## config.mk

```make
export PLATFORM = sky130hd
export DESIGN_NAME = spi_target_select_router
export DESIGN_NICKNAME = d
export VERILOG_FILES = /design/src/hw/spi_router_pkg.sv /design/src/hw/spi_target_select_router.sv /design/src/hw/sync_filter.sv
export SDC_FILE = /design/constraint.sdc
export NUM_CORES = 1
export LEC_CHECK = 0
export BUFFER_PORTS_ARGS = -buffer_cell sky130_fd_sc_hd__buf_2
export CAP_MARGIN = 20
export CORE_UTILIZATION = 46
export CTS_BUF_LIST = sky130_fd_sc_hd__clkbuf_16
export CTS_CLUSTER_DIAMETER = 50
export DETAILED_ROUTE_END_ITERATION = 6
export GPL_TIMING_DRIVEN = 1
export PLACE_DENSITY = 0.72
export REMOVE_ABC_BUFFERS = 1
export SETUP_SLACK_MARGIN = 0.15
export SLEW_MARGIN = 0
export SYNTH_ARGS = -nofsm -noshare
export SYNTH_HDL_FRONTEND = slang
export SYNTH_SLANG_ARGS = --single-unit
```

## constraint.sdc

```tcl
create_clock -name clk -period 2.5 [get_ports clk]
set_clock_uncertainty 0.2 [all_clocks]
set_input_delay 0.375 -clock clk [delete_from_list [all_inputs] [get_ports clk]]
set_output_delay 0.375 -clock clk [all_outputs]
set_load 0.02 [all_outputs]
```

## src/hw/spi_router_pkg.sv

```systemverilog
// Constants, field layout and state codes for the select router
package spi_router_pkg;

	localparam int CLK_PERIOD_NS     = 10;
	localparam int SAMPLE_NS         = 1200;
	localparam int SAMPLE_CYCLES     = SAMPLE_NS / CLK_PERIOD_NS;
	localparam int GLITCH_NS         = 20;
	localparam int GLITCH_CYCLES     = (GLITCH_NS + CLK_PERIOD_NS - 1) / CLK_PERIOD_NS;
	localparam int SEL_FILTER_NS     = 10;
	localparam int SEL_FILTER_CYCLES = (SEL_FILTER_NS + CLK_PERIOD_NS - 1) / CLK_PERIOD_NS;
	localparam int WATCHDOG_NS       = 5000;
	localparam int WATCHDOG_CYCLES   = WATCHDOG_NS / CLK_PERIOD_NS;

	localparam int SAMPLE_W = 8;
	localparam int WD_W     = 10;
	localparam int FILT_W   = 2;

	localparam logic [SAMPLE_W-1:0] SAMPLE_LAST = SAMPLE_W'(SAMPLE_CYCLES - 1);
	localparam logic [WD_W-1:0]     WD_LAST     = WD_W'(WATCHDOG_CYCLES - 1);

	// Packet: start bit on top, then address, select and fast levels
	localparam int PKT_W    = 6;
	localparam int PKT_CLK  = 0;
	localparam int PKT_MO   = 1;
	localparam int PKT_SEL  = 2;
	localparam int PKT_A0   = 3;
	localparam int PKT_A1   = 4;

	// Synchroniser channel indices
	localparam int CH_CLK  = 0;
	localparam int CH_MO   = 1;
	localparam int CH_MISO = 2;
	localparam int CH_SEL  = 3;
	localparam int CH_A0   = 4;
	localparam int CH_A1   = 5;
	localparam int CH_PW1  = 6;
	localparam int CH_PW2  = 7;
	localparam int NUM_CH  = 8;

	localparam logic [11:0] CTRL_ADDR   = 12'h000;
	localparam logic [11:0] STATUS_ADDR = 12'h004;
	localparam int          CTRL_NOISE_BIT = 0;
	localparam logic        CTRL_NOISE_RESET = 1'b1;
	localparam int          ST_PW1   = 0;
	localparam int          ST_PW2   = 1;
	localparam int          ST_VALID = 2;
	localparam int          ST_ROUTE = 3;
	localparam int          ST_DEAD  = 5;

	typedef enum logic [2:0] {
		LINK_DOWN = 3'b001,
		LINK_WAIT = 3'b010,
		LINK_UP   = 3'b100
	} link_state_t;

endpackage : spi_router_pkg

```

## src/hw/spi_target_select_router.sv

```systemverilog
// Serial bus pass-through with sampled target-select router and APB control
//
// Functional notes
// Either side unpowered: returned, far outputs float
// Clock, data copied across keeping levels
// Four fast channels: clock, out, return, select
// Noise variant filters clock and data channels
// Missed edge corrected by next edge or refresh
// No sync to serial clock; any mode
// Returned data always driven while powered
// Target select is active low
// Select path always glitch filtered
// Controller sets select up before clock edge
// Select goes to exactly one of four
// Address hi,lo picks target output 0..3
// Inputs sampled together, packed, shifted across
// Far side checks levels, passes address
// Address sampled by free-running clock, bounded delay
// Unaddressed select outputs float
// Controller changes both address bits together
// Route changes after two equal address samples
// Route switches cleanly, no intermediate state
// Periodic refresh carries levels when idle
// Watchdog floats outputs when packets stop
// Selects float until two consistent samples
//
// The register addresses and the APB register port were chosen for this implementation.
`timescale 1ns/1ps
module spi_target_select_router
	import spi_router_pkg::*;
(
	input  wire logic        clk,
	input  wire logic        reset_n,
	input  wire logic        psel,
	input  wire logic        penable,
	input  wire logic        pwrite,
	input  wire logic [11:0] paddr,
	input  wire logic [31:0] pwdata,
	output logic      [31:0] prdata,
	output logic             pready,
	output logic             pslverr,
	input  wire logic        side1_powered,
	input  wire logic        side2_powered,
	input  wire logic        main_serial_clock,
	input  wire logic        main_data_out,
	input  wire logic        main_target_sel_n,
	input  wire logic        addr_lo_bit,
	input  wire logic        addr_hi_bit,
	input  wire logic        far_data_from_target,
	output logic             main_data_return,
	output logic             main_data_return_oe,
	output logic             far_serial_clock,
	output logic             far_serial_clock_oe,
	output logic             far_data_to_target,
	output logic             far_data_to_target_oe,
	output logic             target_sel_0,
	output logic             target_sel_0_oe,
	output logic             target_sel_1,
	output logic             target_sel_1_oe,
	output logic             target_sel_2,
	output logic             target_sel_2_oe,
	output logic             target_sel_3,
	output logic             target_sel_3_oe
);

	////////////////////////////////////////////////////////////////////////////////
	// Pin synchronisers and filters

	logic [NUM_CH-1:0] pin_vec;
	logic [NUM_CH-1:0] ch_s;
	logic [NUM_CH-1:0] ch_f;
	logic [NUM_CH-1:0] filt_en;
	logic              noise_mode;

	assign pin_vec = {side2_powered, side1_powered, addr_hi_bit, addr_lo_bit,
		main_target_sel_n, far_data_from_target, main_data_out, main_serial_clock};

	genvar gi;
	generate
		for (gi = 0; gi < NUM_CH; gi++) begin : g_ch
			localparam int FC = (gi == CH_SEL) ? SEL_FILTER_CYCLES : GLITCH_CYCLES;
			// Select always filtered; clock and data only in noise mode
			assign filt_en[gi] = (gi == CH_SEL) ? 1'b1 :
				(gi <= CH_MISO) ? noise_mode : 1'b0;
			sync_filter #(.FILTER_CYCLES(FC)) u_sync (
				.clk        (clk),
				.reset_n    (reset_n),
				.pin        (pin_vec[gi]),
				.filter_en  (filt_en[gi]),
				.level_sync (ch_s[gi]),
				.level_out  (ch_f[gi])
			);
		end
	endgenerate

	logic both_pw;
	assign both_pw = ch_f[CH_PW1] & ch_f[CH_PW2];

	////////////////////////////////////////////////////////////////////////////////
	// Main side: free-running sample clock and packet serialiser

	logic [SAMPLE_W-1:0] samp_cnt;
	logic [PKT_W-1:0]    tx_shift;
	logic                tick;
	logic                barrier_line;
	logic [PKT_W-1:0]    tx_word;

	assign tick         = (samp_cnt == SAMPLE_LAST);
	assign barrier_line = tx_shift[PKT_W-1];
	// All levels captured in the same cycle
	assign tx_word = {1'b1, ch_f[CH_A1], ch_f[CH_A0], ch_f[CH_SEL],
		ch_f[CH_MO], ch_f[CH_CLK]};

	always_ff @(posedge clk or negedge reset_n) begin
		if (!reset_n) begin
			samp_cnt <= '0;
		end else begin
			samp_cnt <= tick ? '0 : samp_cnt + 1'b1;
		end
	end

	// Refresh packet every sample period while side 1 is powered
	always_ff @(posedge clk or negedge reset_n) begin
		if (!reset_n) begin
			tx_shift <= '0;
		end else if (tick && ch_f[CH_PW1]) begin
			tx_shift <= tx_word;
		end else begin
			tx_shift <= {tx_shift[PKT_W-2:0], 1'b0};
		end
	end

	////////////////////////////////////////////////////////////////////////////////
	// Far side: deserialiser, watchdog and route control

	logic [PKT_W-1:0] rx_shift;
	logic             pkt_strobe;
	logic [1:0]       pkt_addr;
	logic [1:0]       addr_prev;
	logic [1:0]       route;
	logic [WD_W-1:0]  wd_cnt;
	logic             wd_expire;
	logic             addr_agree;
	link_state_t      link;
	link_state_t      next_link;
	logic             route_valid;
	logic             dead;

	assign pkt_strobe  = rx_shift[PKT_W-1];
	assign pkt_addr    = {rx_shift[PKT_A1], rx_shift[PKT_A0]};
	assign addr_agree  = pkt_strobe && (pkt_addr == addr_prev);
	assign wd_expire   = (wd_cnt == WD_LAST);
	assign route_valid = (link == LINK_UP);
	assign dead        = (link == LINK_DOWN);

	always_ff @(posedge clk or negedge reset_n) begin
		if (!reset_n) begin
			rx_shift <= '0;
		end else if (!ch_f[CH_PW2]) begin
			rx_shift <= '0;
		end else if (pkt_strobe) begin
			rx_shift <= {{(PKT_W-1){1'b0}}, barrier_line};
		end else begin
			rx_shift <= {rx_shift[PKT_W-2:0], barrier_line};
		end
	end

	always_ff @(posedge clk or negedge reset_n) begin
		if (!reset_n) begin
			wd_cnt <= '0;
		end else if (pkt_strobe) begin
			wd_cnt <= '0;
		end else if (!wd_expire) begin
			wd_cnt <= wd_cnt + 1'b1;
		end
	end

	always_comb begin
		next_link = link;
		case (link)
			LINK_DOWN: begin
				if (pkt_strobe) begin
					next_link = LINK_WAIT;
				end
			end
			LINK_WAIT: begin
				if (addr_agree) begin
					next_link = LINK_UP;
				end else if (wd_expire) begin
					next_link = LINK_DOWN;
				end
			end
			LINK_UP: begin
				if (wd_expire) begin
					next_link = LINK_DOWN;
				end
			end
			default: begin
				next_link = LINK_DOWN;
			end
		endcase
	end

	always_ff @(posedge clk or negedge reset_n) begin
		if (!reset_n) begin
			link <= LINK_DOWN;
		end else begin
			link <= next_link;
		end
	end

	// Route moves only when two consecutive samples agree
	always_ff @(posedge clk or negedge reset_n) begin
		if (!reset_n) begin
			addr_prev <= 2'h0;
			route     <= 2'h0;
		end else if (pkt_strobe) begin
			addr_prev <= pkt_addr;
			if (addr_agree) begin
				route <= pkt_addr;
			end
		end
	end

	////////////////////////////////////////////////////////////////////////////////
	// Fast paths: edge driven, corrected by refresh packets

	logic [1:0] fast_q;
	logic [1:0] seen;
	logic [1:0] quiet;

	generate
		for (gi = 0; gi < 2; gi++) begin : g_fast
			logic edge_seen;
			assign edge_seen = ch_f[gi] != seen[gi];
			always_ff @(posedge clk or negedge reset_n) begin
				if (!reset_n) begin
					seen[gi]   <= 1'b0;
					quiet[gi]  <= 1'b0;
					fast_q[gi] <= 1'b0;
				end else begin
					seen[gi]  <= ch_f[gi];
					quiet[gi] <= tick | (quiet[gi] & ~edge_seen);
					if (edge_seen) begin
						fast_q[gi] <= ch_f[gi];
					end else if (pkt_strobe && quiet[gi]) begin
						fast_q[gi] <= rx_shift[gi];
					end
				end
			end
		end
	endgenerate

	logic [3:0] next_sel_oe;
	logic [3:0] sel_oe;
	logic       sel_lvl;
	logic       far_en;

	assign far_en = both_pw & ~dead;

	generate
		for (gi = 0; gi < 4; gi++) begin : g_route
			// Only the addressed output drives; the rest float
			assign next_sel_oe[gi] = far_en & route_valid
				& (route == 2'(gi));
		end
	endgenerate

	always_ff @(posedge clk or negedge reset_n) begin
		if (!reset_n) begin
			main_data_return      <= 1'b0;
			main_data_return_oe   <= 1'b0;
			far_serial_clock      <= 1'b0;
			far_serial_clock_oe   <= 1'b0;
			far_data_to_target    <= 1'b0;
			far_data_to_target_oe <= 1'b0;
			sel_lvl               <= 1'b1;
			sel_oe                <= 4'h0;
		end else begin
			main_data_return      <= ch_f[CH_MISO];
			main_data_return_oe   <= both_pw;
			far_serial_clock      <= fast_q[CH_CLK];
			far_serial_clock_oe   <= far_en;
			far_data_to_target    <= fast_q[CH_MO];
			far_data_to_target_oe <= far_en;
			sel_lvl               <= ch_f[CH_SEL];
			sel_oe                <= next_sel_oe;
		end
	end

	assign target_sel_0    = sel_lvl;
	assign target_sel_1    = sel_lvl;
	assign target_sel_2    = sel_lvl;
	assign target_sel_3    = sel_lvl;
	assign target_sel_0_oe = sel_oe[0];
	assign target_sel_1_oe = sel_oe[1];
	assign target_sel_2_oe = sel_oe[2];
	assign target_sel_3_oe = sel_oe[3];

	////////////////////////////////////////////////////////////////////////////////
	// APB slave: one wait state per access

	logic        sel_ctrl;
	logic        sel_status;
	logic        mapped;
	logic        access;
	logic        wr_ctrl;
	logic [31:0] status_word;
	logic [31:0] rd_word;

	assign sel_ctrl    = (paddr == CTRL_ADDR);
	assign sel_status  = (paddr == STATUS_ADDR);
	assign mapped      = sel_ctrl | sel_status;
	assign access      = psel & penable & ~pready;
	assign wr_ctrl     = psel & penable & pready & pwrite & sel_ctrl;
	assign status_word = {26'h0, dead, route, route_valid, ch_f[CH_PW2], ch_f[CH_PW1]};

	always_comb begin
		rd_word = 32'h0;
		if (sel_ctrl) begin
			rd_word[CTRL_NOISE_BIT] = noise_mode;
		end else if (sel_status) begin
			rd_word = status_word;
		end
	end

	always_ff @(posedge clk or negedge reset_n) begin
		if (!reset_n) begin
			pready  <= 1'b0;
			pslverr <= 1'b0;
			prdata  <= 32'h0;
		end else begin
			pready  <= access;
			pslverr <= access & ~mapped;
			prdata  <= (access & ~pwrite) ? rd_word : 32'h0;
		end
	end

	always_ff @(posedge clk or negedge reset_n) begin
		if (!reset_n) begin
			noise_mode <= CTRL_NOISE_RESET;
		end else if (wr_ctrl) begin
			noise_mode <= pwdata[CTRL_NOISE_BIT];
		end
	end
endmodule : spi_target_select_router

```

## src/hw/sync_filter.sv

```systemverilog
// Two-flop synchroniser followed by an optional glitch filter
`timescale 1ns/1ps
module sync_filter
	import spi_router_pkg::*;
#(
	parameter int FILTER_CYCLES = 1
) (
	input  wire logic clk,
	input  wire logic reset_n,
	input  wire logic pin,
	input  wire logic filter_en,
	output logic      level_sync,
	output logic      level_out
);

	localparam logic [FILT_W-1:0] FILT_LAST = FILT_W'(FILTER_CYCLES);

	logic              meta;
	logic [FILT_W-1:0] cnt;

	always_ff @(posedge clk or negedge reset_n) begin
		if (!reset_n) begin
			meta       <= 1'b0;
			level_sync <= 1'b0;
		end else begin
			meta       <= pin;
			level_sync <= meta;
		end
	end

	// New level must hold for FILTER_CYCLES+1 edges before it passes
	always_ff @(posedge clk or negedge reset_n) begin
		if (!reset_n) begin
			cnt       <= '0;
			level_out <= 1'b0;
		end else if (!filter_en || level_sync == level_out) begin
			cnt       <= '0;
			level_out <= level_sync;
		end else if (cnt == FILT_LAST) begin
			cnt       <= '0;
			level_out <= level_sync;
		end else begin
			cnt <= cnt + 1'b1;
		end
	end

endmodule : sync_filter

```

# Word-level counts from Yosys, hierarchy flattened
# Cells that the tools add are included.
# op_classes
eq_ne	22
n_bitwise	25
addsub	6
n_mux	34
reduce_logical	17
# ops
cell	n
2-to-1 mux 32 bit	1
2-to-1 mux 31 bit	1
2-to-1 mux 6 bit	4
2-to-1 mux 10 bit	2
bitwise AND 1 bit	16
2-to-1 mux 2 bit	8
2-to-1 mux 1 bit	13
== test 12 x 3 -> 1 bit (second input constant)	1
zero test 12 bit	1
nonzero test 2 bit	6
adder 10 x 1 -> 10 bit (second input constant)	1
== test 10 x 9 -> 1 bit (second input constant)	1
== test 2 bit (second input constant)	5
2-to-1 mux 3 bit	3
case mux 3 bit (3 select lines)	1
adder 2 x 1 -> 2 bit (second input constant)	4
adder 8 x 1 -> 8 bit (second input constant)	1
== test 8 x 7 -> 1 bit (second input constant)	1
2-to-1 mux 8 bit	1
NOT 1 bit	6
== test 1 bit	4
== test 2 x 1 -> 1 bit (second input constant)	2
logical AND 1 bit	4
inequality test 2 bit (second input constant)	2
other kinds (10)	15
# word_totals
in_bits	57
out_inout_bits	48
ff_bits	120

# Logic depth before layout (Yosys ltp)
# depth
ltp_word	5
ltp_mapped	5
mapped_depth_nobuf	5

# Modules after synthesis
# From an unflattened synthesis, not the netlist that was laid out.
# hier_totals
cells_unflattened	323
hier_area_um2	4140.2
# by_module_without_submodules
mod	area_per_inst_um2	instances	cells_each
spi_target_select_router	2742.6	1	235
sync_filter (g_ch[0].u_sync ...)	175.2	7	11
sync_filter (g_ch[3].u_sync)	171.4	1	11

# Worst setup path after synthesis
# OpenSTA, ideal clock, no wires.
# synth_path
path_type	flip-flop to flip-flop
from	reg samp_cnt[0]
to	reg tx_shift[1]
arrival_ps	1583
synth_period_minus_slack_ps	1908
stages_incl_launch_ff	6
setup_ps	125
setup_slack_ps	592
required_time_ps	2175
cell_sequence	dfrtp_1 > ha_1 > nand4_2 > nor4b_4 > nand2_4 > mux2_4
# synth_between
elab_chain_cells	3
# synth_lines
element	line	text
from (decl)	spi_target_select_router.sv:102	logic [SAMPLE_W-1:0] samp_cnt;
from (signal assigned)	spi_target_select_router.sv:118	samp_cnt <= tick ? '0 : samp_cnt + 1'b1;
== test 8 x 7 -> 1 bit	spi_target_select_router.sv:108	assign tick = (samp_cnt == SAMPLE_LAST);
logical AND 1 bit	spi_target_select_router.sv:126	end else if (tick && ch_f[CH_PW1]) begin
2-to-1 mux 6 bit	spi_target_select_router.sv:126	
to (signal assigned)	spi_target_select_router.sv:127	tx_shift <= tx_word;
to (signal assigned)	spi_target_select_router.sv:129	tx_shift <= {tx_shift[PKT_W-2:0], 1'b0};
to (decl)	spi_target_select_router.sv:103	logic [PKT_W-1:0] tx_shift;
# Every way passes these cells.
# A chain may end at the register's enable or synchronous reset.

# Final worst setup path
# layout_path
from	reg rx_shift[5]
to	reg fast_q[1]
# layout_between
elab_chain_cells	2
# layout_lines
element	line	text
from (decl)	spi_target_select_router.sv:136	logic [PKT_W-1:0] rx_shift;
from (signal assigned)	spi_target_select_router.sv:162	rx_shift <= {{(PKT_W-1){1'b0}}, barrier_line};
from (signal assigned)	spi_target_select_router.sv:164	rx_shift <= {rx_shift[PKT_W-2:0], barrier_line};
logical AND 1 bit	spi_target_select_router.sv:246	end else if (pkt_strobe && quiet[gi]) begin
nonzero test 2 bit (no source line)	--	
to (signal, indexed assignment)	spi_target_select_router.sv:245	fast_q[gi] <= ch_f[gi];
to (signal, indexed assignment)	spi_target_select_router.sv:247	fast_q[gi] <= rx_shift[gi];
to (decl)	spi_target_select_router.sv:228	logic [1:0] fast_q;
# Every way passes these cells.

==> summary.md <==
| Metric | Value |
|---|---|
| Routability cong. | `0.740` |
| PostCTS Resize Cnt | `0` |
| Final max-slew violation count | `0` |
| Vias per inst | `4.75` |
| DRC Markers | `3` |
| Vias in the first global route | `2185` |
| DIE WIDTH | `91.9 um` |
| H-tree depth | `3` |
| CTS buffer count | `9` |
| Simple-Gate Fraction of Synth Area | `0.154` |
| PD cells | `734 nW/um^2` |
| N_diodes | `0` |
| Clock sink count | `94` |
| Yosys warns | `0` |
| Critical path fanouts, max | `20` |
| Via count | `2175` |
| Hold Slack | `0.0444 ns` |
| Post-synthesis mux area share | `0.0546` |
| Largest net degree at the start of global routing | `68` |
| Mean post-synth cell area | `12.9 um^2` |
| Area growth syn-to-layout | `17.4%` |
| Port bufs | `47` |
| Initial antenna violation count | `0` |
| Min cycle time layout | `1.89 ns` |
| Crit path largest cell delay | `0.79 ns` |
| Maxcap violations | `0` |
| Sw frac | `0.236` |
| DRT Pass-1 Iters | `7` |
| CP Capture Type | `flop` |
| Most area-consuming cells after synthesis | `dfrtp_1 (61%), buf_4 (6.1%), mux2_2 (3.0%), xnor2_1 (2.6%), and2_1 (2.2%)` |
| Worst path slowest cell | `dfrtp_1` |
| Cell area after layout | `4360 um^2` |
| Register area share after synthesis | `0.634` |
| Comb power frac | `0.076` |
| Fin crit share | `0.758` |
| Mapped Area | `3710 um^2` |
| Unrepaired setup endpoints after global routing | `false` |
| Critical Path AT | `1.91 ns` |
| Normalized max-slew margin | `0.538` |
| Crit path cell chain | `nand2_1 > mux2_2 > maj3_1` |
| Peak Freq | `528 MHz` |
| Fin Setup TNS | `0 ns` |
| Distinct cells, synth | `44` |
| First-pass GRT wire length | `9.58 mm` |
| Global Route Usage Sum | `0.147` |
| Yosys top cell by area | `dfrtp_1` |
| Failing checks | `DRC` |
| Placed Area | `3970 um^2` |
| Final Total Pwr | `3.20 mW` |
| CTS Root Cell | `clkbuf_16` |
| Commonest cells after routing, fill and taps aside | `dfrtp_1 (91), buf_2 (46), conb_1 (26)` |
| Yosys reg bits | `94` |
| DRT iter0 DRCs | `62` |
| Largest family of logic cells by synthesized area | `simple AND/OR/NAND/NOR gates` |
| Cells on worst reg2reg path | `3` |
| Tightest Pin Transition | `0.693 ns` |
| Peak VDD IR | `487 uV` |
| Total Wirelength | `5.48 mm` |
| Worst Setup Start Kind | `flop` |
| Row count | `32` |
| Post-Synth Adder-Cell Area | `0.0121` |
| WP data required | `2.51 ns` |
| R2r setup slk | `0.61 ns` |
| Final setup viols | `0` |
| Hold path cells | `2` |
| Die H | `91.9 um` |
| Commonest non-fill, non-tap cell in the layout | `dfrtp_1` |
| Starting Density | `0.478` |
| CTS Buffer Depth | `2` |
| Total Nets Final | `410` |
| CTS tree | `yes` |
| P_sw | `754 uW` |
| Die ar. | `8440 um^2` |
| Cells after Synth | `289` |
| Core ar. | `7770 um^2` |
| CTS clk-pin slew, worst paths | `0.06 ns` |
| Static leakage | `2.10 nW` |
| Post-route antenna net violation count | `0` |
| Clock power share | `0.418` |
| Synth Area in XOR/XNOR | `0.0401` |
| Ratio of cells with drive above 1 in the final layout | `0.258` |
| Reg power frac | `0.505` |
| Total grt overflow | `0` |
| Hold Path Class | `input port to flop` |
| Area share of the largest cell type after synthesis | `0.613` |
| Final Core Density | `0.562` |
| Cell-internal power | `2.45 mW` |
| HPWL Detailed | `3.59 mm` |
| WS Path Type | `flop to flop` |
| Outcome | `complete, but fails checks` |
| Avg WL per Cell | `12.0 um` |
| Compound-Gate Fraction of Synth Area | `0.0320` |
| I/O pin count | `105` |
| Final hold violations | `0` |
| Worst-Skew Late Latency | `0.34 ns` |
==> path summary, 6_finish.rpt <==
kind | from | endpoint
worst max-delay path | rx_shift[5] | fast_q[1]
worst min-delay path | pwrite | prdata[0]
min in group asynchronous | reset_n | wd_cnt[8]
worst min register to register | g_ch[4].u_sync.level_sync | g_ch[4].u_sync.level_out
max in group asynchronous | reset_n | target_sel_0
worst max register to register | rx_shift[5] | fast_q[1]
==> layer usage <==
metal  wire length [um]  part of all wire  GRT usage
met5                  0                 0          0
met4                 43            0.0079     0.0547
met3                231             0.042     0.0498
met2               2810              0.51      0.250
met1               2390              0.44      0.171
==> cell type report <==
cell class              instances  area, um^2
fillers                       653        3410
repair buffers                 59         363
clock buffers                   9         225
inverters                       8        30.0
well taps                     102         128
clock inverters                 7        75.1
multi-input cells             179        1180
flip-flops and latches         94        2360
==> state kept, by name, indices dropped and copies added (netlist names), 2 cells and up <==
| name | count |
|---|---|
| addr_prev | 2 |
| g_ch.u_sync.cnt | 8 |
| quiet | 2 |
| prdata | 6 |
| samp_cnt | 8 |
| g_ch.u_sync.meta | 8 |
| wd_cnt | 10 |
| fast_q | 2 |
| seen | 2 |
| g_ch.u_sync.level_out | 8 |
| link | 3 |
| rx_shift | 6 |
| tx_shift | 6 |
| g_ch.u_sync.level_sync | 8 |
| route | 2 |
| sel_oe | 4 |
==> worst max-delay path, delay by kind of cell, from the launching register on <==
kind | cells | cell delay (ns)
adder cells (fa/ha/maj) | 1 | 0.35
multiplexers | 1 | 0.31
flip-flops | 1 | 0.79
AND/OR/NAND/NOR | 1 | 0.12
==> synthesized netlist by cell type (all sizes together) <==
cell and instances:
o41ai 1, nor2 16, nor3b 5, maj3 2, and4 1, nor4 4, or3 4, a31oi 1
nand2 12, mux2i 3, and3 2, nand3 9, dfrtp 91, a211oi 1, nor2b 4, or2 2
a21o 2, o21ai 8, and2 13, inv 8, xnor2 11, nor4bb 3, ha 2, dfstp 3
nand2b 7, mux2 14, a31o 1, nor4b 4, buf 32, nor3 4, nand4 2, conb 1
a21oi 6, xor2 6, clkbuf 1, nand3b 2, or2b 1
==> power by group through the flow <==
| stage | sequential, mW | clock (mW) | combinational (mW) |
|---|---|---|---|
| detailed placement | 1.65 | 0 | 0.236 |
| global placement | 1.64 | 0 | 0.234 |
| global route | 1.62 | 1.43 | 0.268 |
| CTS | 1.62 | 1.37 | 0.248 |
| floorplan | 1.69 | 0 | 0.0845 |
| finish | 1.62 | 1.34 | 0.245 |
==> through the flow <==
step	setup slack, ns	cells
2_1_floorplan	0.592	281
5_1_grt	0.465	458
3_5_place_dp	0.573	433
6_report	0.606	458
4_1_cts	0.602	458
3_3_place_gp	0.631	433
==> logic make-up after synthesis <==
| group | count (synthesis) |
|---|---|
| AND/OR/NAND/NOR | 95 |
| flip-flops | 94 |
| buffers and inverters | 41 |
| AO/OA/AOI/OAI | 20 |
| XOR/XNOR | 17 |
| multiplexers | 17 |
| adder cells (fa/ha/maj) | 4 |
| other | 1 |
==> repair_timing <==
item / 4_1_cts / 5_1_grt
setup buffers: 0 / 0
hold endpoints to repair: 34 / 0
hold buffers: 9 / 0
Power figures use the tool's default switching activity.
